$ cat src/design/wtp_defines.vh
// constants for the watchdog and address trap supervisor
`ifndef WTP_DEFINES_VH
`define WTP_DEFINES_VH
`define WTP_OFS_CTRL      12'h0D0
`define WTP_OFS_CMD       12'h0D4
`define WTP_OFS_STATUS    12'h0D8
`define WTP_OFS_MASK      12'h0DC
`define WTP_OFS_CFG       12'h0E0
`define WTP_OFS_STATE     12'h0E4
`define WTP_IDX_CTRL      8'h34
`define WTP_IDX_CMD       8'h35
`define WTP_CODE_CLEAR    8'h4E
`define WTP_CODE_DISABLE  8'hB1
`define WTP_CODE_TRAP     8'hD2
`define WTP_BIT_OUTSEL    0
`define WTP_BIT_PERIOD_LO 1
`define WTP_BIT_PERIOD_HI 2
`define WTP_BIT_ENABLE    3
`define WTP_BIT_TRAPSEL   4
`define WTP_BIT_RAMTRAP   5
`define WTP_CTRL_RESET    8'h39
`define WTP_ST_WDT        0
`define WTP_ST_TRAP       1
`define WTP_ST_RST        2
`define WTP_RST_TIME_NS   960
`define WTP_CLK_NS        40
`endif

$ cat src/design/wtp_range_det.v
// fetch address range detector for the address trap
`timescale 1ns/1ps
module wtp_range_det #(
   parameter AW = 16
) (
   input  wire [AW-1:0] i_addr,
   input  wire [AW-1:0] i_lo,
   input  wire [AW-1:0] i_hi,
   output wire          o_hit
);
   assign o_hit = (i_addr >= i_lo) && (i_addr <= i_hi);
endmodule // wtp_range_det

$ cat src/design/wtp_supervisor.v
// watchdog reset and address trap supervisor with AHB-Lite registers
`timescale 1ns/1ps
`include "wtp_defines.vh"
// Operation
// watchdog overflow with output select 1 requests a system reset
// internal reset pulse lasts at most 24 high-frequency clock periods
// reset in low-speed mode restarts the high-frequency oscillator
// command code 4EH clears watchdog counter; undefined codes do nothing
// command code B1H disables the watchdog
// RAM trap enable takes effect only after command code D2H
// fetches from special-function or data-buffer areas always trap
// trap action select picks interrupt or reset for a trap
// trap action 0 with a trapped fetch raises the trap interrupt
// trap interrupt is non-maskable, ignores interrupt master flag
// trap during other interrupt service is taken at once
// software sets stack pointer first and avoids deep trap nesting
// trap action 1 with a trapped fetch resets all hardware
// watchdog and trap logic share the two control ports
// command port is write-only with undefined initial content
// control port write-only; bit 5 RAM trap enable, bit 4 trap action
// disable code honoured only while watchdog enable bit is 0
// cleared overflow select cannot be set again until reset
// trap areas are parameterised address ranges
module wtp_supervisor #(
   parameter        AW       = 16,
   parameter        CNT_W    = 26,
   parameter [15:0] RAM_LO   = 16'h0040,
   parameter [15:0] RAM_HI   = 16'h083F,
   parameter [15:0] SFR_LO   = 16'h0000,
   parameter [15:0] SFR_HI   = 16'h003F,
   parameter [15:0] DBR_LO   = 16'h0F00,
   parameter [15:0] DBR_HI   = 16'h0FFF
) (
   input  wire          i_core_clk,
   input  wire          i_rst_b,
   input  wire          i_hsel,
   input  wire [31:0]   i_haddr,
   input  wire [1:0]    i_htrans,
   input  wire          i_hwrite,
   input  wire [2:0]    i_hsize,
   input  wire [31:0]   i_hwdata,
   input  wire          i_hready,
   output reg  [31:0]   o_hrdata,
   output wire          o_hreadyout,
   output wire          o_hresp,
   input  wire          i_fetch_valid,
   input  wire [AW-1:0] i_fetch_addr,
   input  wire          i_low_speed_single_clock_mode,
   input  wire          i_irq_busy,
   output wire          o_irq,
   output reg           o_address_trap_irq,
   output reg           o_watchdog_irq,
   output reg           o_sys_reset,
   output reg           o_hf_osc_restart
);
   localparam RST_CYC = `WTP_RST_TIME_NS / `WTP_CLK_NS;
   localparam [4:0] RST_LEN = RST_CYC[4:0];

   reg  [7:0]       ctrl_ff;
   reg              ram_trap_act_ff;
   reg  [CNT_W-1:0] cnt_ff;
   reg  [2:0]       status_ff;
   reg  [2:0]       mask_ff;
   reg  [4:0]       rst_cnt_ff;
   reg              ap_wr_ff;
   reg              ap_rd_ff;
   reg  [11:0]      ap_addr_ff;
   wire             hit_ram;
   wire             hit_sfr;
   wire             hit_dbr;
   wire             trap;
   wire             ovf;
   wire             wr_ctrl;
   wire             wr_cmd;
   wire             wr_stat;
   wire             wr_mask;
   wire [CNT_W-1:0] limit;
   wire [7:0]       wb;
   wire             ap_go;

   // register index to byte address; both print forms map the same word
   function is_addr;
      input [11:0] a;
      input [11:0] ofs;
      input [7:0]  idx;
      begin
         is_addr = (a == ofs) || (a == {2'h0, idx, 2'h0});
      end
   endfunction

   assign o_hreadyout = 1'b1;
   assign o_hresp     = 1'b0;
   assign ap_go = i_hsel && i_hready && i_htrans[1];
   assign wb    = i_hwdata[7:0];

   always @(posedge i_core_clk or negedge i_rst_b) begin
      if (!i_rst_b) begin
         ap_wr_ff   <= 1'b0;
         ap_rd_ff   <= 1'b0;
         ap_addr_ff <= 12'h000;
      end else begin
         ap_wr_ff   <= ap_go && i_hwrite;
         ap_rd_ff   <= ap_go && !i_hwrite;
         ap_addr_ff <= i_haddr[11:0];
      end
   end

   // control and command share the two ports of both functions, see
   assign wr_ctrl = ap_wr_ff &&
                    is_addr(ap_addr_ff, `WTP_OFS_CTRL, `WTP_IDX_CTRL);
   assign wr_cmd  = ap_wr_ff &&
                    is_addr(ap_addr_ff, `WTP_OFS_CMD, `WTP_IDX_CMD);
   assign wr_stat = ap_wr_ff && (ap_addr_ff == `WTP_OFS_STATUS);
   assign wr_mask = ap_wr_ff && (ap_addr_ff == `WTP_OFS_MASK);

   wtp_range_det #(.AW(AW)) u_ram (
      .i_addr (i_fetch_addr),
      .i_lo   (RAM_LO[AW-1:0]),
      .i_hi   (RAM_HI[AW-1:0]),
      .o_hit  (hit_ram)
   );
   wtp_range_det #(.AW(AW)) u_sfr (
      .i_addr (i_fetch_addr),
      .i_lo   (SFR_LO[AW-1:0]),
      .i_hi   (SFR_HI[AW-1:0]),
      .o_hit  (hit_sfr)
   );
   wtp_range_det #(.AW(AW)) u_dbr (
      .i_addr (i_fetch_addr),
      .i_lo   (DBR_LO[AW-1:0]),
      .i_hi   (DBR_HI[AW-1:0]),
      .o_hit  (hit_dbr)
   );

   // ram only with the committed enable; sfr and dbr always, see
   assign trap = i_fetch_valid &&
                 ((hit_ram && ram_trap_act_ff) || hit_sfr || hit_dbr);

   // period select: 2^26, 2^24, 2^22, 2^20 cycles, scaled to counter width
   assign limit = {CNT_W{1'b1}} >>
                  {ctrl_ff[`WTP_BIT_PERIOD_HI:`WTP_BIT_PERIOD_LO], 1'b0};
   assign ovf = ctrl_ff[`WTP_BIT_ENABLE] && (cnt_ff >= limit);

   always @(posedge i_core_clk or negedge i_rst_b) begin
      if (!i_rst_b) begin
         ctrl_ff         <= `WTP_CTRL_RESET;
         ram_trap_act_ff <= 1'b0;
         cnt_ff          <= {CNT_W{1'b0}};
      end else begin
         if (wr_ctrl) begin
            // output select can only fall, see
            ctrl_ff <= {wb[7:1], wb[`WTP_BIT_OUTSEL] &
                                 ctrl_ff[`WTP_BIT_OUTSEL]};
         end
         // undefined codes fall through with no effect, see
         if (wr_cmd && wb == `WTP_CODE_TRAP) begin
            ram_trap_act_ff <= ctrl_ff[`WTP_BIT_RAMTRAP];
         end
         if (!ctrl_ff[`WTP_BIT_ENABLE]) begin
            cnt_ff <= {CNT_W{1'b0}};
         end else if (wr_cmd && wb == `WTP_CODE_CLEAR) begin
            cnt_ff <= {CNT_W{1'b0}};
         end else if (ovf) begin
            cnt_ff <= {CNT_W{1'b0}};
         end else begin
            cnt_ff <= cnt_ff + {{(CNT_W-1){1'b0}}, 1'b1};
         end
         // disable code only with enable already 0, see
         if (wr_cmd && wb == `WTP_CODE_DISABLE &&
             !ctrl_ff[`WTP_BIT_ENABLE]) begin
            cnt_ff <= {CNT_W{1'b0}};
         end
      end
   end

   wire wdt_rst_req  = ovf && ctrl_ff[`WTP_BIT_OUTSEL];
   wire wdt_irq_req  = ovf && !ctrl_ff[`WTP_BIT_OUTSEL];
   wire trap_rst_req = trap && ctrl_ff[`WTP_BIT_TRAPSEL];
   wire trap_irq_req = trap && !ctrl_ff[`WTP_BIT_TRAPSEL];
   wire rst_req      = wdt_rst_req || trap_rst_req;

   // reset pulse held for a fixed count; own reset leaves counter alone
   always @(posedge i_core_clk or negedge i_rst_b) begin
      if (!i_rst_b) begin
         rst_cnt_ff       <= 5'h00;
         o_sys_reset      <= 1'b0;
         o_hf_osc_restart <= 1'b0;
      end else begin
         if (rst_req && rst_cnt_ff == 5'h00) begin
            rst_cnt_ff  <= RST_LEN;
            o_sys_reset <= 1'b1;
            // oscillator restart makes the pulse approximate, see
            o_hf_osc_restart <= i_low_speed_single_clock_mode;
         end else if (rst_cnt_ff != 5'h00) begin
            rst_cnt_ff  <= rst_cnt_ff - 5'h01;
            o_sys_reset <= (rst_cnt_ff != 5'h01);
            if (rst_cnt_ff == 5'h01) begin
               o_hf_osc_restart <= 1'b0;
            end
         end
      end
   end

   // nmi pulse ignores master flag and in-service state, see
   always @(posedge i_core_clk or negedge i_rst_b) begin
      if (!i_rst_b) begin
         o_address_trap_irq <= 1'b0;
         o_watchdog_irq     <= 1'b0;
      end else begin
         o_address_trap_irq <= trap_irq_req;
         o_watchdog_irq     <= wdt_irq_req;
      end
   end

   // sticky status; a new event wins over a write-one clear
   wire [2:0] ev  = {rst_req, trap, ovf};
   wire [2:0] clr = wr_stat ? i_hwdata[2:0] : 3'h0;
   always @(posedge i_core_clk or negedge i_rst_b) begin
      if (!i_rst_b) begin
         status_ff <= 3'h0;
         mask_ff   <= 3'h0;
      end else begin
         status_ff <= (status_ff & ~clr) | ev;
         if (wr_mask) begin
            mask_ff <= i_hwdata[2:0];
         end
      end
   end
   assign o_irq = |(status_ff & mask_ff);

   // control and command ports read as zero: write-only, see
   always @(posedge i_core_clk or negedge i_rst_b) begin
      if (!i_rst_b) begin
         o_hrdata <= 32'h00000000;
      end else if (ap_go && !i_hwrite) begin
         case (i_haddr[11:0])
            `WTP_OFS_STATUS: o_hrdata <= {29'h0, status_ff};
            `WTP_OFS_MASK:   o_hrdata <= {29'h0, mask_ff};
            `WTP_OFS_STATE:  o_hrdata <= {31'h0, ram_trap_act_ff};
            `WTP_OFS_CFG:    o_hrdata <= {24'h0, ctrl_ff};
            default:         o_hrdata <= 32'h00000000;
         endcase
      end
   end
endmodule // wtp_supervisor

$ cat config.mk
export PLATFORM = sky130hd
export DESIGN_NAME = wtp_supervisor
export DESIGN_NICKNAME = d
export VERILOG_FILES = /design/src/design/wtp_range_det.v /design/src/design/wtp_supervisor.v
export VERILOG_INCLUDE_DIRS = /design/src /design/src/design
export SDC_FILE = /design/constraint.sdc
export NUM_CORES = 1
export LEC_CHECK = 0
export CAP_MARGIN = 20
export CORE_ASPECT_RATIO = 1.25
export CORE_UTILIZATION = 59
export DETAILED_ROUTE_END_ITERATION = 8
export DONT_BUFFER_PORTS = 1
export GPL_TIMING_DRIVEN = 0
export PLACE_DENSITY_LB_ADDON = 0.1
export SLEW_MARGIN = 25
export SYNTH_ARGS = -nofsm -noshare
export SYNTH_HDL_FRONTEND = slang
export SYNTH_HIERARCHICAL = 1
export SYNTH_SLANG_ARGS = --single-unit
$ cat constraint.sdc
create_clock -name i_core_clk -period 2.6 [get_ports i_core_clk]
set_input_delay 0.52 -clock i_core_clk [delete_from_list [all_inputs] [get_ports i_core_clk]]
set_output_delay 0.52 -clock i_core_clk [all_outputs]
set_load 0.03 [all_outputs]
== After elaboration in Yosys (flattened, before gate mapping) ==
Index checks and enable logic that the tools add are counted.

* Register bits: 95
* Input port bits: 93
* Output and inout port bits: 39

* Add/sub/neg operators: 2
* Order comparisons: 7
* Eq/ne operators: 13
* Shifts and indexed selects: 1
* Muxes and demuxes: 13
* Bitwise operators: 5
* Reductions and logical operators: 36

{| class="wikitable"
|+ Operators by type and width
! cell !! number
|-
| $mux W26 || 4
|-
| $eq A12 B8 Y1 const B || 8
|-
| $le A16 B12 Y1 const B || 2
|-
| $pmux W8 S4 || 1
|-
| $add A26 B1 Y26 const B || 1
|-
| $ge A26 B26 Y1 || 1
|-
| $shr A26 B3 Y26 const A || 1
|-
| $logic_and A1 B1 Y1 || 23
|-
| $eq A8 B8 Y1 const B || 2
|-
| $ge A16 B1 Y1 const B || 1
|-
| $ge A16 B12 Y1 const B || 1
|-
| $ge A16 B7 Y1 const B || 1
|-
| $le A16 B6 Y1 const B || 1
|-
| $mux W5 || 2
|-
| $eq A8 B7 Y1 const B || 1
|-
| $and A3 B3 Y3 || 2
|-
| $eq A5 B1 Y1 const B || 1
|-
| $logic_not A5 Y1 || 1
|-
| $mux W1 || 5
|-
| $ne A5 B1 Y1 const B || 1
|-
| $reduce_bool A5 Y1 || 1
|-
| $sub A5 B1 Y5 const B || 1
|-
| $logic_not A1 Y1 || 4
|-
| $reduce_bool A2 Y1 || 2
|-
| other kinds (7) || 9
|}

== Logic depth before layout (Yosys ltp) ==
Gate-level depths: netlist (run 1).

* Depth in word-level cells: 11
* Gate-level depth with buffers: 11

== By module ==
The synthesis (run 1) kept the hierarchy.

{| class="wikitable"
|+ Modules (own cells, without submodules)
! module !! times used !! cells an instance !! area an instance (sq um)
|-
| wtp_supervisor || 1 || 338 || 3449.6
|-
| wtp_range_det || 3 || 110 || 807.0
|}

== Worst setup path before layout (run 1) ==
OpenSTA, ideal clock, no wires.

* Kind: input to register
* From: in i_fetch_addr[7]
* To: reg o_hf_osc_restart
* Setup time: 126 ps
* Arrival: 2342 ps
* Required time: 2474 ps
* Setup slack: 131 ps
* Cell stages on the path: 9
* Buffers on the path: 0
* Path through: ha_1 nand4_4 a2111o_1 o211a_1 o32a_1 a211o_1 nand3_1 a21oi_1 a311o_1

{| class="wikitable"
|+ RTL lines
! what !! line !! text
|-
| start, declared || wtp_supervisor.v:47 || <nowiki>input wire [AW-1:0] i_fetch_addr,</nowiki>
|-
| $ge A16 B1 Y1 / $le A16 B6 Y1 (equally long branches) || wtp_range_det.v:11 || <nowiki>assign o_hit = (i_addr >= i_lo) && (i_addr <= i_hi);</nowiki>
|-
| $logic_and A1 B1 Y1 (*) || wtp_range_det.v:11 ||
|-
| via hit_sfr || wtp_supervisor.v:69 || <nowiki>wire hit_sfr;</nowiki>
|-
| $logic_or A1 B1 Y1 (*) (2 in series) || wtp_supervisor.v:137 || <nowiki>((hit_ram && ram_trap_act_ff) || hit_sfr || hit_dbr);</nowiki>
|-
| $logic_and A1 B1 Y1 (*) || wtp_supervisor.v:136 || <nowiki>assign trap = i_fetch_valid &&</nowiki>
|-
| $logic_and A1 B1 Y1 (*) || wtp_supervisor.v:178 || <nowiki>wire trap_rst_req = trap && ctrl_ff[`WTP_BIT_TRAPSEL];</nowiki>
|-
| $logic_or A1 B1 Y1 (*) || wtp_supervisor.v:180 || <nowiki>wire rst_req = wdt_rst_req || trap_rst_req;</nowiki>
|-
| $logic_and A1 B1 Y1 (*) || wtp_supervisor.v:189 || <nowiki>if (rst_req && rst_cnt_ff == 5'h00) begin</nowiki>
|-
| $reduce_bool A2 Y1 (no source line) || - ||
|-
| $reduce_and A2 Y1 (no source line) || - ||
|-
| end signal, assigned || wtp_supervisor.v:193 || <nowiki>o_hf_osc_restart <= i_low_speed_single_clock_mode;</nowiki>
|-
| end, declared || wtp_supervisor.v:54 || <nowiki>output reg o_hf_osc_restart</nowiki>
|}

The timed path passes the listed nets; every way through them passes the cells marked *.
A chain may end at the register's enable or synchronous reset.

== Final worst setup path (run 1) ==
* From: reg ctrl_ff[1]
* To: reg cnt_ff[14]

* Cells in the longest elaborated chain, start to end: 7

{| class="wikitable"
|+ Ends and longest elaborated chain
! what !! line !! text
|-
| start, declared || wtp_supervisor.v:59 || <nowiki>reg [7:0] ctrl_ff;</nowiki>
|-
| start signal, assigned || wtp_supervisor.v:146 || <nowiki>ctrl_ff <= `WTP_CTRL_RESET;</nowiki>
|-
| start signal, assigned || wtp_supervisor.v:152 || <nowiki>ctrl_ff <= {wb[7:1], wb[`WTP_BIT_OUTSEL] &</nowiki>
|-
| $shr A26 B3 Y26 || wtp_supervisor.v:140 || <nowiki>assign limit = {CNT_W{1'b1}} >></nowiki>
|-
| $ge A26 B26 Y1 || wtp_supervisor.v:142 || <nowiki>assign ovf = ctrl_ff[`WTP_BIT_ENABLE] && (cnt_ff >= limit);</nowiki>
|-
| $logic_and A1 B1 Y1 || wtp_supervisor.v:142 ||
|-
| $mux W26 || wtp_supervisor.v:163 || <nowiki>end else if (ovf) begin</nowiki>
|-
| $mux W26 || wtp_supervisor.v:161 || <nowiki>end else if (wr_cmd && wb == `WTP_CODE_CLEAR) begin</nowiki>
|-
| $mux W26 || wtp_supervisor.v:159 || <nowiki>if (!ctrl_ff[`WTP_BIT_ENABLE]) begin</nowiki>
|-
| $mux W26 || wtp_supervisor.v:169 || <nowiki>if (wr_cmd && wb == `WTP_CODE_DISABLE &&</nowiki>
|-
| end signal, assigned || wtp_supervisor.v:160 || <nowiki>cnt_ff <= {CNT_W{1'b0}};</nowiki>
|-
| end signal, assigned || wtp_supervisor.v:162 || <nowiki>cnt_ff <= {CNT_W{1'b0}};</nowiki>
|-
| end signal, assigned || wtp_supervisor.v:164 || <nowiki>cnt_ff <= {CNT_W{1'b0}};</nowiki>
|-
| end, declared || wtp_supervisor.v:61 || <nowiki>reg [CNT_W-1:0] cnt_ff;</nowiki>
|}

Every way passes these cells.

==> impl_metrics.sql, run 1 <==
INSERT INTO impl_metrics (metric_group, metric, value, unit) VALUES
('power', 'max-vdd-ir-drop', '522', 'uV'),
('power', 'power.share.switching', '28.2', '%'),
('drt', 'route.final.wire_length', '12500', 'um'),
('setup_path', 'critPathArrivalTime', '2.80', 'ns'),
('yosys', 'largest_area_contributor_in_the_netlist', 'dfrtp_1', ''),
('clock_tree', 'clock_tree.htree_level_count', '3', ''),
('floorplanning', 'num_io_pins', '132', ''),
('setup_path', 'crit_start', 'ctrl_ff[1]$_DFFE_PN0P_', ''),
('drt', 'drt-pass1-iter-count', '4', ''),
('power', 'net-switching-power', '0.970', 'mW'),
('clock_tree', 'clkLatencyLatePin', '0.33', 'ns'),
('clock_tree', 'max-clock-path-buffers', '2', ''),
('timing', 'timing.final.crit_share', '97.8', '%'),
('timing', 'final_hold_viol_count', '0', ''),
('global_route', 'grt_pass1_wl', '20900', 'um'),
('floorplanning', 'row_count', '40', ''),
('placed_design', 'dpl_cell_area', '6480', 'um^2'),
('yosys', 'synth_enable_flop_cells', '0', ''),
('timing', 'fin_crit', '2.54', 'ns'),
('floorplanning', 'initial_utilization', '60.8', '%'),
('placed_design', 'gp_congestion', '0.818', ''),
('yosys', 'synth.yosys.seq_area_share', '30.3', '%'),
('outcome', 'run_status', 'finished clean', ''),
('placed_design', 'dpl.cell_count', '914', ''),
('placed_design', 'buffers_added_on_ports', '0', ''),
('power', 'p_clk_share', '40.7', '%'),
('drt', 'detail_route.drc_violations', '0', ''),
('global_route', 'groute.usage.overall', '25.3', '%'),
('clock_tree', 'tritoncts_clock_tree', 'built', ''),
('yosys', 'ys_warn_count', '6', ''),
('power', 'power.leakage', '3.65', 'nW'),
('yosys', 'yosys_most_used_dff', 'dfrtp_1', ''),
('global_route', 'grt_max_degree', '68', ''),
('timing', 'report.final.slew_viol_count', '0', ''),
('layout', 'post_route_standard_cell_area_excluding_fillers', '6920', 'um^2'),
('floorplanning', 'core-area', '9660', 'um^2'),
('floorplanning', 'die_w', '91.2', 'um'),
('yosys', 'synth.avg_cell_area', '8.79', 'um^2'),
('layout', 'share_of_post_route_cells_with_drive_strength_above_1', '10.1', '%'),
('setup_path', 'worst-setup-path-type', 'flop to flop', ''),
('setup_path', 'required_worst_endpoint', '2.86', 'ns'),
('floorplanning', 'floorplan.die_area', '10400', 'um^2'),
('yosys', 'asyncSetResetFlopFracSynth', '100', '%'),
('setup_path', 'r2r_start', 'ctrl_ff[1]$_DFFE_PN0P_', ''),
('yosys', 'mappedNetlistArea', '5870', 'um^2'),
('power', 'internal-power', '2.47', 'mW'),
('yosys', 'synth.ff_latch_count', '71', ''),
('setup_path', 'worst-path-max-fanout', '10', ''),
('timing', 'worst_clock_skew', '0.00581', 'ns'),
('timing', 'final-setup-viol-count', '0', ''),
('drt', 'vias_per_cell', '5.10', ''),
('power', 'share_of_power_burned_in_registers', '38.0', '%'),
('clock_tree', 'cts.reportedPaths.clkPinSlew', '0.05', 'ns'),
('global_route', 'global_route.overflow_total', '0', ''),
('layout', 'areaGrowthSynthToFinish', '17.8', '%'),
('flow_run', 'cap_viol_max_count', '0', ''),
('power', 'power.density', '497', 'nW/um^2'),
('yosys', 'netlist-cell-type-count', '53', ''),
('global_route', 'antenna_found_initial', '0', ''),
('setup_path', 'critical_path.endpoint_type', 'flop', ''),
('global_route', 'grt_pass1_vias', '4891', ''),
('yosys', 'top_post_synthesis_cells_by_area', 'dfrtp_1 29%, ha_1 22%, inv_1 6.9%', ''),
('drt', 'final_antenna_net_count', '0', ''),
('layout', 'num-fill-cells', '759', ''),
('layout', 'layout_common_cells', '122 x conb_1, 108 x inv_1, 103 x ha_1, 66 x dfrtp_1, 63 x nand2_1', ''),
('floorplanning', 'die_h', '114', 'um'),
('min_path', 'timing.hold.worst.class', 'input port to async pin', ''),
('layout', 'mostFrequentLayoutCell', 'conb_1', ''),
('drt', 'wl_per_cell', '13.3', 'um'),
('placed_design', 'dp_hpwl', '9880', 'um'),
('clock_tree', 'clock_sink_count', '71', ''),
('drt', 'via_count', '4771', ''),
('power', 'power_frac_comb', '21.3', '%'),
('timing', 'max-slew-margin-rel', '48.7', '%'),
('drt', 'drtIter0Drc', '122', ''),
('yosys', 'synthesis.instances', '668', ''),
('yosys', 'synth_top_cell_area_share', '28.6', '%'),
('layout', 'num-nets-final', '1001', ''),
('clock_tree', 'clockRootBuffer', 'clkbuf_16', ''),
('clock_tree', 'numCtsBuffers', '9', ''),
('layout', 'stdcell_count', '936', ''),
('layout', 'diodes', '0', ''),
('timing', 'fmax', '393', 'MHz'),
('setup_path', 'setup.worst_path.start_class', 'flop', ''),
('timing', 'worst-slew-pin-transition', '0.766', 'ns');
critical path, cell delays in order, from the launching register on:
cell and delay [ns]:
dfrtp_1 0.39, or2_2 0.33, ha_1 0.29, and4_1 0.22, a41oi_1 0.20, o21ai_1 0.12, or2_1 0.29, a211o_4 0.37
buf_6 0.16, nor2_1 0.11
routing by layer:
layer / vias up / wire length (um) / part of all wire [%] / track usage, %
met5: - / 0 / 0 / 0
met2: 87 / 7010 / 56 / 51.0
met3: 18 / 351 / 2.8 / 3.93
li1: 2423 / - / - / -
met4: 0 / 292 / 2.3 / 9.42
met1: 2243 / 4810 / 39 / 26.0
registers in the layout (all words and copies together), names as in the netlist, 3 cells and up:
| signal | count |
|---|---|
| ap_addr_ff | 12 |
| cnt_ff | 26 |
| status_ff | 3 |
| mask_ff | 3 |
| rst_cnt_ff | 5 |
| o_hrdata | 8 |
| ctrl_ff | 8 |
worst paths after layout:
kind	to	slack, ns	cells after the start
worst min-delay path	ctrl_ff[0]$_DFFE_PN1P_	0.03	0
worst max register to register	cnt_ff[14]$_DFF_PN0_	0.06	9
worst min register to register	cnt_ff[0]$_DFF_PN0_	0.47	1
worst max-delay path	cnt_ff[14]$_DFF_PN0_	0.06	9
min in group i_core_clk	ap_addr_ff[2]$_DFF_PN0_	0.22	0
max in group asynchronous	ctrl_ff[2]$_DFFE_PN0P_	2.25	1
cells by family after synthesis:
| group | count (synthesis) | synth area share (%) |
|---|---|---|
| simple gates | 209 | 19.6 |
| buf+inv | 141 | 10.8 |
| compound gates | 105 | 11.0 |
| fa+ha+maj | 103 | 22.0 |
| flops | 71 | 30.3 |
| xor+xnor | 25 | 3.73 |
| mux | 12 | 2.32 |
| other cells | 2 | 0.128 |
Yosys cell counts, drive strengths merged, types with 2 or more instances:
cell type and n:
nor2 47, a211oi 4, buf 30, mux2i 2, xor2 16, a21oi 41, nor2b 8, mux2 10
inv 108, nand3 18, ha 103, and3 5, dfstp 4, a211o 2, or2 3, conb 2
o211a 3, o32a 3, nor4b 2, a31oi 2, o211ai 4, xnor2 9, nor3 15, nand4 23
nor4 8, a21o 2, nor3b 6, and2 3, clkbuf 3, dfrtp 67, nand2 63, and4 6
a221oi 3, o21ai 32, a2111o 3
final cells by class:
cell class,count,area [um^2],share of cell area [%]
Multi-Input combinational cell,576,3920,56.6
Clock inverter,6,108,1.56
Tap cell,126,158,2.28
Timing Repair Buffer,7,72.6,1.05
Buffer,32,234,3.38
Sequential cell,71,1780,25.8
Inverter,108,405,5.86
Clock buffer,10,239,3.46
timing repair:
| action | 4_1_cts | 5_1_grt |
|---|---|---|
| endpoints found under the setup margin | 20 | 20 |
| pin swaps | 1 | 3 |
| hold buffers | 1 | 0 |
| endpoints found under the hold margin | 67 | 0 |
| gates cloned | 0 | 0 |
| setup buffers | 2 | 4 |
| gates resized for setup | 1 | 6 |
power groups by stage:
stage	Combinational, mW	Sequential, mW	Clock (mW)
after floorplan	0.587	1.30	0
after global placement	0.650	1.31	0
after detailed placement	0.682	1.32	0
after CTS	0.722	1.30	1.41
after global routing	0.847	1.32	1.45
final	0.733	1.31	1.40
stage by stage:
stage / utilization [%] / setup TNS (ns) / setup WS (ns) / total power [mW] / hold WS [ns]
floorplan: - / 0 / 0.131 / 1.88 / 0.224
global placement: 67.1 / -0.122 / -0.122 / 1.96 / 0.226
detailed placement: 67.1 / -1.31 / -0.168 / 2.00 / 0.226
CTS: 71.1 / 0 / 0.0164 / 3.44 / 0.0209
global route: 71.6 / -0.135 / -0.0233 / 3.61 / 0.0188
finish: 71.6 / 0 / 0.0581 / 3.44 / 0.0312
Power figures use the tool's default switching activity.
==> run 2: changes to the inputs <==
--- a/config.mk
+++ b/config.mk
@@ -10,3 +10,3 @@
 export CORE_ASPECT_RATIO = 1.25
-export CORE_UTILIZATION = 59
+export CORE_UTILIZATION = 65
 export DETAILED_ROUTE_END_ITERATION = 8
==> constraint.sdc (replaced) <==
create_clock -name i_core_clk -period 2.44 [get_ports i_core_clk]
set_input_delay 0.488 -clock i_core_clk [delete_from_list [all_inputs] [get_ports i_core_clk]]
set_output_delay 0.488 -clock i_core_clk [all_outputs]
set_load 0.05 [all_outputs]
==> run 2 against run 1 <==
Net effect:
- the run now ends with negative hold slack left
- critical path depth up 1
- combinational power up 14%
- non-clock buffer count up 8
- via count up 2.4%
- design area up 0.20%
- core utilization up 8.0 points
- final cell count up 0.21%
- total power down 2.9%
- sequential share of layout area down 0.051 points
- critical path type unchanged
- critical endpoint is now cnt_ff[24]$_DFF_PN0_
- highest routed layer unchanged
==> impl_metrics.sql, run 2 (synthesis gave the netlist of run 1 again) <==
INSERT INTO impl_metrics (metric_group, metric, value, unit) VALUES
('outcome', 'run_status', 'finished, violations left', ''),
('outcome', 'failed_checks', 'negative hold slack', ''),
('layout', 'post_route_standard_cell_area_excluding_fillers', '6930', 'um^2'),
('timing', 'final_hold_viol_count', '6', ''),
('setup_path', 'regToRegEndpoint', 'cnt_ff[24]$_DFF_PN0_', ''),
('setup_path', 'worstPathCellList', 'or2_4 -> ha_4 -> and4_4 -> a41oi_2 -> o21ai_1 -> or2_1 -> a211o_1 -> buf_6 -> buf_6 -> nor2_1', ''),
('global_route', 'grt_max_degree', '72', ''),
('drt', 'via_count', '4885', ''),
('setup_path', 'slowest_stage', 'dfrtp_2', ''),
('floorplanning', 'floorplan.die_area', '9420', 'um^2'),
('floorplanning', 'die_w', '87', 'um'),
('timing', 'worst-slew-pin-transition', '0.603', 'ns'),
('timing', 'timing.final.crit_share', '97.4', '%'),
('floorplanning', 'die_h', '108', 'um'),
('clock_tree', 'max-clock-path-buffers', '2', ''),
('min_path', 'timing.hold.worst.class', 'input port to async pin', ''),
('setup_path', 'critical_path_cell_count', '10', ''),
('placed_design', 'dp_hpwl', '9680', 'um'),
('layout', 'layout_common_cells', '122 x conb_1, 108 x inv_1, 99 x ha_1, 66 x dfrtp_1, 63 x nand2_1', ''),
('setup_path', 'r2r_start', 'ctrl_ff[2]$_DFFE_PN0P_', ''),
('drt', 'route.final.wire_length', '12900', 'um'),
('global_route', 'grt_pass1_wl', '20800', 'um'),
('layout', 'share_of_post_route_cells_with_drive_strength_above_1', '12.2', '%'),
('drt', 'drtIter0Drc', '130', ''),
('setup_path', 'setup.worst_path.start_class', 'flop', ''),
('clock_tree', 'cts.reportedPaths.clkPinSlew', '0.08', 'ns'),
('drt', 'final_antenna_net_count', '0', ''),
('setup_path', 'worst_path_most_repeated_cell', 'buf_6', ''),
('timing', 'worst_clock_skew', '0.0138', 'ns'),
('drt', 'drt-pass1-iter-count', '5', ''),
('timing', 'max-slew-margin-rel', '59.6', '%'),
('timing', 'hold_slack', '-0.0137', 'ns'),
('setup_path', 'worst-setup-path-type', 'flop to flop', ''),
('setup_path', 'worst-path-max-fanout', '10', ''),
('power', 'power.density', '482', 'nW/um^2'),
('setup_path', 'crit_start', 'ctrl_ff[2]$_DFFE_PN0P_', ''),
('placed_design', 'buffers_added_on_ports', '0', ''),
('global_route', 'global_route.overflow_total', '0', ''),
('layout', 'mostFrequentLayoutCell', 'conb_1', ''),
('layout', 'max_flop_register', 'cnt_ff', ''),
('global_route', 'grt_pass1_vias', '4969', ''),
('drt', 'detail_route.drc_violations', '0', ''),
('clock_tree', 'tritoncts_clock_tree', 'built', ''),
('setup_path', 'critPathArrivalTime', '2.66', 'ns'),
('layout', 'num-fill-cells', '616', ''),
('clock_tree', 'clock_tree.htree_level_count', '3', ''),
('global_route', 'groute.usage.overall', '28.4', '%'),
('floorplanning', 'core-area', '8700', 'um^2'),
('power', 'max-vdd-ir-drop', '660', 'uV'),
('layout', 'fin_util', '79.6', '%'),
('floorplanning', 'row_count', '38', ''),
('layout', 'num-nets-final', '1009', ''),
('setup_path', 'required_worst_endpoint', '2.73', 'ns'),
('timing', 'final-setup-viol-count', '0', ''),
('timing', 'report.final.slew_viol_count', '0', ''),
('timing', 'fmax', '421', 'MHz'),
('placed_design', 'dpl_cell_area', '6470', 'um^2'),
('layout', 'largest_reg_flops', '26', ''),
('power', 'power.leakage', '3.62', 'nW'),
('drt', 'met2RoutedLength', '7320', 'um'),
('drt', 'drt-met1-wl', '4730', 'um'),
('setup_path', 'cp_slowest_stage_delay', '0.40', 'ns'),
('clock_tree', 'numCtsBuffers', '9', ''),
('setup_path', 'timing.reg2reg.worst_path_depth', '10', ''),
('drt', 'wl_per_cell', '13.7', 'um'),
('clock_tree', 'clock_sink_count', '71', ''),
('drt', 'highest-signal-layer', 'met4', ''),
('clock_tree', 'clkLatencyLatePin', '0.36', 'ns'),
('setup_path', 'worst-path-buf-inv', '2', ''),
('drt', 'vias_per_cell', '5.21', ''),
('timing', 'fin_crit', '2.38', 'ns'),
('layout', 'areaGrowthSynthToFinish', '18.0', '%'),
('placed_design', 'gp_congestion', '0.772', ''),
('drt', 'detailroute.wirelength.met3', '431', 'um'),
('layout', 'biggestRegsByFlops', 'cnt_ff (26), ap_addr_ff (12)', ''),
('flow_run', 'cap_viol_max_count', '0', ''),
('setup_path', 'timing.critical_path.max_delay_family', 'simple AND/OR/NAND/NOR gates', ''),
('setup_path', 'critical_path.endpoint_type', 'flop', ''),
('floorplanning', 'initial_utilization', '67.5', '%'),
('setup_path', 'crit_path_end', 'cnt_ff[24]$_DFF_PN0_', ''),
('floorplanning', 'num_io_pins', '132', ''),
('setup_path', 'ff2ff_setup_slack', '0.06', 'ns'),
('global_route', 'antenna_found_initial', '0', ''),
('layout', 'diodes', '0', ''),
('clock_tree', 'clockRootBuffer', 'clkbuf_8', '');
[run 2: how the worst min path moves through the flow]
stage / cells after the start / startpoint / end / slack [ns]
after floorplan: 0 / i_rst_b / ap_addr_ff[0]$_DFF_PN0_ / 0.19
after global placement: 0 / i_rst_b / o_sys_reset$_DFFE_PN0P_ / 0.19
after detailed placement: 0 / i_rst_b / rst_cnt_ff[4]$_DFFE_PN0P_ / 0.19
after CTS: 1 / i_rst_b / rst_cnt_ff[4]$_DFFE_PN0P_ / 0.01
after global routing: 1 / i_rst_b / rst_cnt_ff[2]$_DFFE_PN0P_ / 0.01
final: 1 / i_rst_b / rst_cnt_ff[2]$_DFFE_PN0P_ / -0.01
[run 2: cell type report]
cell class,instances,area (um^2),share of cell area [%]
tap,120,150,2.17
multi-input combinational,576,3980,57.4
sequential,71,1780,25.7
inverter,108,405,5.85
clock inverter,4,76.3,1.10
clock buffer,12,165,2.38
buffer,33,248,3.58
timing repair buffer,14,125,1.81
[run 2: power breakdown]
part | switching (mW) | internal [mW]
combinational | 0.502 | 0.333
clock | 0.443 | 0.661
sequential | 0.124 | 1.28
[run 2: repair_timing]
item | CTS | global route
hold buffers | 1 | 0
setup buffers | 4 | 9
endpoints found under the hold margin | 71 | 0
pin swaps | 2 | 5
gates resized for setup | 7 | 13
endpoints found under the setup margin | 26 | 24
[run 2: stage by stage]
stage	setup slack (ns)	instances	TNS (ns)	power, mW
finish	0.0646	938	0	3.34
global route	-0.0242	938	-0.0601	3.52
CTS	0.0512	929	0	3.32
detailed placement	-0.248	908	-4.37	2.19
global placement	-0.186	908	-3.06	2.13
floorplan	0.00323	788	0	2.05
[run 2: worst reg2reg max path: stages (launching register included)]
cell     delay [ns]
dfrtp_2        0.40
or2_4          0.28
ha_4           0.22
and4_4         0.19
a41oi_2        0.16
o21ai_1        0.11
or2_1          0.26
a211o_1        0.29
buf_6          0.15
buf_6          0.14
nor2_1         0.11
[run 2: routing by layer]
layer,vias to the layer above,GRT usage [%]
met5,-,0
met4,0,12.3
met3,30,5.34
met2,92,57.3
met1,2323,27.3
li1,2440,-
==> run 3: changes to the inputs <==
CORE_MARGIN = 2   (was not set)
CORE_UTILIZATION = 67   (was 65)
CTS_BUF_LIST = sky130_fd_sc_hd__clkbuf_8   (was not set)
==> run 3 against run 2 <==
Net effect:
- the flow still finishes with violations (negative hold slack)
- clock skew fell by 0.0048 ns
- non-clock buffer count decreased by 4
- combinational power is 0.6% lower
- count of clock-buffer cells in the layout shrank 2
- via count barely moved
- register-to-register slack got worse by 0.04 ns
- sequential power about the same
- final cell count decreased by 0.32%
- routed wire length up 1.1%
- sequential cell count did not move
- critical path depth down 1
- clock power is 18% lower
- critical path type unchanged
==> impl_metrics.sql, run 3 (synthesis gave the netlist of run 1 again) <==
INSERT INTO impl_metrics (metric_group, metric, value, unit) VALUES
('setup_path', 'critPathArrivalTime', '2.70', 'ns'),
('global_route', 'antenna_found_initial', '0', ''),
('power', 'total_power_consumption', '3.14', 'mW'),
('setup_path', 'required_worst_endpoint', '2.72', 'ns'),
('drt', 'drt-pass1-iter-count', '5', ''),
('placed_design', 'dp_hpwl', '10000', 'um'),
('power', 'power.density', '456', 'nW/um^2'),
('layout', 'biggestRegsByFlops', 'cnt_ff (26), ap_addr_ff (12)', ''),
('clock_tree', 'max-clock-path-buffers', '2', ''),
('layout', 'largest_reg_flops', '26', ''),
('min_path', 'timing.hold.worst.class', 'input port to async pin', ''),
('placed_design', 'buffers_added_on_ports', '0', ''),
('clock_tree', 'numCtsBuffers', '9', ''),
('layout', 'max_flop_register', 'cnt_ff', ''),
('drt', 'route.final.wire_length', '13000', 'um'),
('timing', 'worst_clock_skew', '0.00909', 'ns'),
('setup_path', 'slowest_stage', 'dfrtp_2', ''),
('power', 'p_clk_share', '28.9', '%'),
('outcome', 'failed_checks', 'negative hold slack', ''),
('floorplanning', 'die_h', '109', 'um'),
('layout', 'diodes', '0', ''),
('placed_design', 'dpl.cell_count', '908', ''),
('global_route', 'groute.usage.overall', '28.6', '%'),
('drt', 'wl_per_cell', '13.9', 'um'),
('setup_path', 'worst-setup-path-type', 'flop to flop', ''),
('floorplanning', 'floorplan.die_area', '9530', 'um^2'),
('outcome', 'run_status', 'finished, violations left', ''),
('layout', 'areaGrowthSynthToFinish', '17.2', '%'),
('floorplanning', 'num_io_pins', '132', ''),
('timing', 'fmax', '413', 'MHz'),
('layout', 'fin_util', '80.0', '%'),
('layout', 'stdcell_count', '935', ''),
('setup_path', 'worstPathCellList', 'buf_4 -> ha_1 -> and4_4 -> nor4b_4 -> buf_4 -> or2_4 -> a211o_4 -> bufbuf_16 -> nor2_1', ''),
('power', 'net-switching-power', '1.04', 'mW'),
('floorplanning', 'core-area', '8610', 'um^2'),
('timing', 'hold_slack', '-0.0116', 'ns'),
('global_route', 'grt_pass1_wl', '21300', 'um'),
('setup_path', 'cp_slowest_stage_delay', '0.41', 'ns'),
('setup_path', 'worst_path_most_repeated_cell', 'buf_4', ''),
('layout', 'share_of_post_route_cells_with_drive_strength_above_1', '11.2', '%'),
('timing', 'fin_crit', '2.42', 'ns'),
('power', 'max-vdd-ir-drop', '697', 'uV'),
('power', 'power.leakage', '3.62', 'nW'),
('clock_tree', 'clock_tree.htree_level_count', '3', ''),
('clock_tree', 'tritoncts_clock_tree', 'built', ''),
('floorplanning', 'die_w', '87.7', 'um'),
('timing', 'max-slew-margin-rel', '55.1', '%'),
('drt', 'via_count', '4882', ''),
('layout', 'num-fill-cells', '602', ''),
('drt', 'vias_per_cell', '5.22', ''),
('clock_tree', 'cts.reportedPaths.clkPinSlew', '0.07', 'ns'),
('global_route', 'grt_max_degree', '72', ''),
('clock_tree', 'clockRootBuffer', 'clkbuf_8', ''),
('power', 'internal-power', '2.10', 'mW'),
('timing', 'report.final.slew_viol_count', '0', ''),
('clock_tree', 'clkLatencyLatePin', '0.35', 'ns'),
('timing', 'worst-slew-pin-transition', '0.669', 'ns'),
('floorplanning', 'row_count', '38', ''),
('flow_run', 'cap_viol_max_count', '0', ''),
('layout', 'num-nets-final', '1006', ''),
('power', 'power_frac_comb', '26.5', '%'),
('drt', 'final_antenna_net_count', '0', ''),
('global_route', 'global_route.overflow_total', '0', ''),
('timing', 'final_hold_viol_count', '5', ''),
('timing', 'final-setup-viol-count', '0', ''),
('power', 'power.share.switching', '33.0', '%'),
('clock_tree', 'clock_sink_count', '71', ''),
('drt', 'detail_route.drc_violations', '0', ''),
('layout', 'mostFrequentLayoutCell', 'conb_1', ''),
('setup_path', 'critical_path.endpoint_type', 'flop', ''),
('placed_design', 'gp_congestion', '0.802', ''),
('setup_path', 'setup.worst_path.start_class', 'flop', ''),
('drt', 'drtIter0Drc', '117', ''),
('global_route', 'grt_pass1_vias', '5000', ''),
('layout', 'layout_common_cells', '122 x conb_1, 111 x inv_1, 100 x ha_1, 66 x dfrtp_1, 63 x nand2_1', ''),
('timing', 'timing.final.crit_share', '99.1', '%'),
('power', 'share_of_power_burned_in_registers', '44.7', '%'),
('floorplanning', 'initial_utilization', '68.2', '%'),
('setup_path', 'worst-path-max-fanout', '6', '');
## run 3: cell count changes in the layout (fill, tap and decap cells not counted), sizes merged
cell,change
inv,+3
bufbuf,+1
a211o,+1
clkbuf,-2
buf,-5
bufinv,-1
## run 3: cell type report
cell class / count / area, um^2 / share of cell area, %
repair buffers: 11 / 128 / 1.85
well taps: 120 / 150 / 2.18
clock inverters: 6 / 53.8 / 0.782
multi-input cells: 577 / 3990 / 57.9
inverters: 108 / 405 / 5.89
clock buffers: 10 / 138 / 2.00
flip-flops and latches: 71 / 1780 / 25.9
plain buffers: 32 / 240 / 3.49
## run 3: worst max-delay path, delay by kind of cell (launching register included)
family                     cells  cell delay, ns
adders and majority gates      1            0.34
buffers and inverters          3            0.58
DFF                            1            0.41
and+or+nand+nor                4            0.69
AOI/OAI and AO/OA              1            0.32
## run 3: worst paths after layout
check                                  startpoint                        end  slack (ns)  cells after the start
hold reg to reg            ctrl_ff[6]$_DFFE_PN0P_     ctrl_ff[6]$_DFFE_PN0P_        0.51                      1
setup reg to reg           ctrl_ff[2]$_DFFE_PN0P_       cnt_ff[18]$_DFF_PN0_        0.02                      9
setup / recovery           ctrl_ff[2]$_DFFE_PN0P_       cnt_ff[18]$_DFF_PN0_        0.02                      9
min in group i_core_clk                i_haddr[4]    ap_addr_ff[4]$_DFF_PN0_        0.16                      0
max in group asynchronous                 i_rst_b     ctrl_ff[5]$_DFFE_PN1P_        2.10                      1
hold / removal                            i_rst_b  rst_cnt_ff[2]$_DFFE_PN0P_       -0.01                      1
## run 3: repair_timing
item / 4_1_cts / 5_1_grt
buffers inserted: 5 / 4
gates cloned: 2 / 0
pin swaps: 4 / 5
endpoints found under the setup margin: 27 / 8
hold endpoints to repair: 71 / 0
hold buffers: 1 / 0
resized for setup: 12 / 6
## run 3: routing by layer
layer	track usage, %	vias up	routed length (um)	part of all wire [%]
li1	-	2437	-	-
met1	27.8	2315	4700	36
met2	56.5	96	7360	56
met3	5.53	34	481	3.7
met4	12.5	0	493	3.8
met5	0	-	0	0
## run 3: power groups by stage
| stage | combinational [mW] | sequential [mW] | clock [mW] |
|---|---|---|---|
| global placement | 0.723 | 1.41 | 0 |
| global route | 0.944 | 1.41 | 0.964 |
| CTS | 0.809 | 1.39 | 0.910 |
| finish | 0.830 | 1.40 | 0.905 |
| floorplan | 0.660 | 1.39 | 0 |
| detailed placement | 0.773 | 1.41 | 0 |
## run 3: stage by stage
step                      setup TNS, ns  setup slack [ns]  area (um^2)  hold slack, ns
after CTS                             0            0.0123         6820          0.0187
final                                 0            0.0208         6880         -0.0116
after global placement            -2.78            -0.184         6470           0.194
after detailed placement          -4.81            -0.264         6470           0.194
after global routing            -0.0780           -0.0211         6880          0.0169
after floorplan                       0           0.00323         6320           0.192
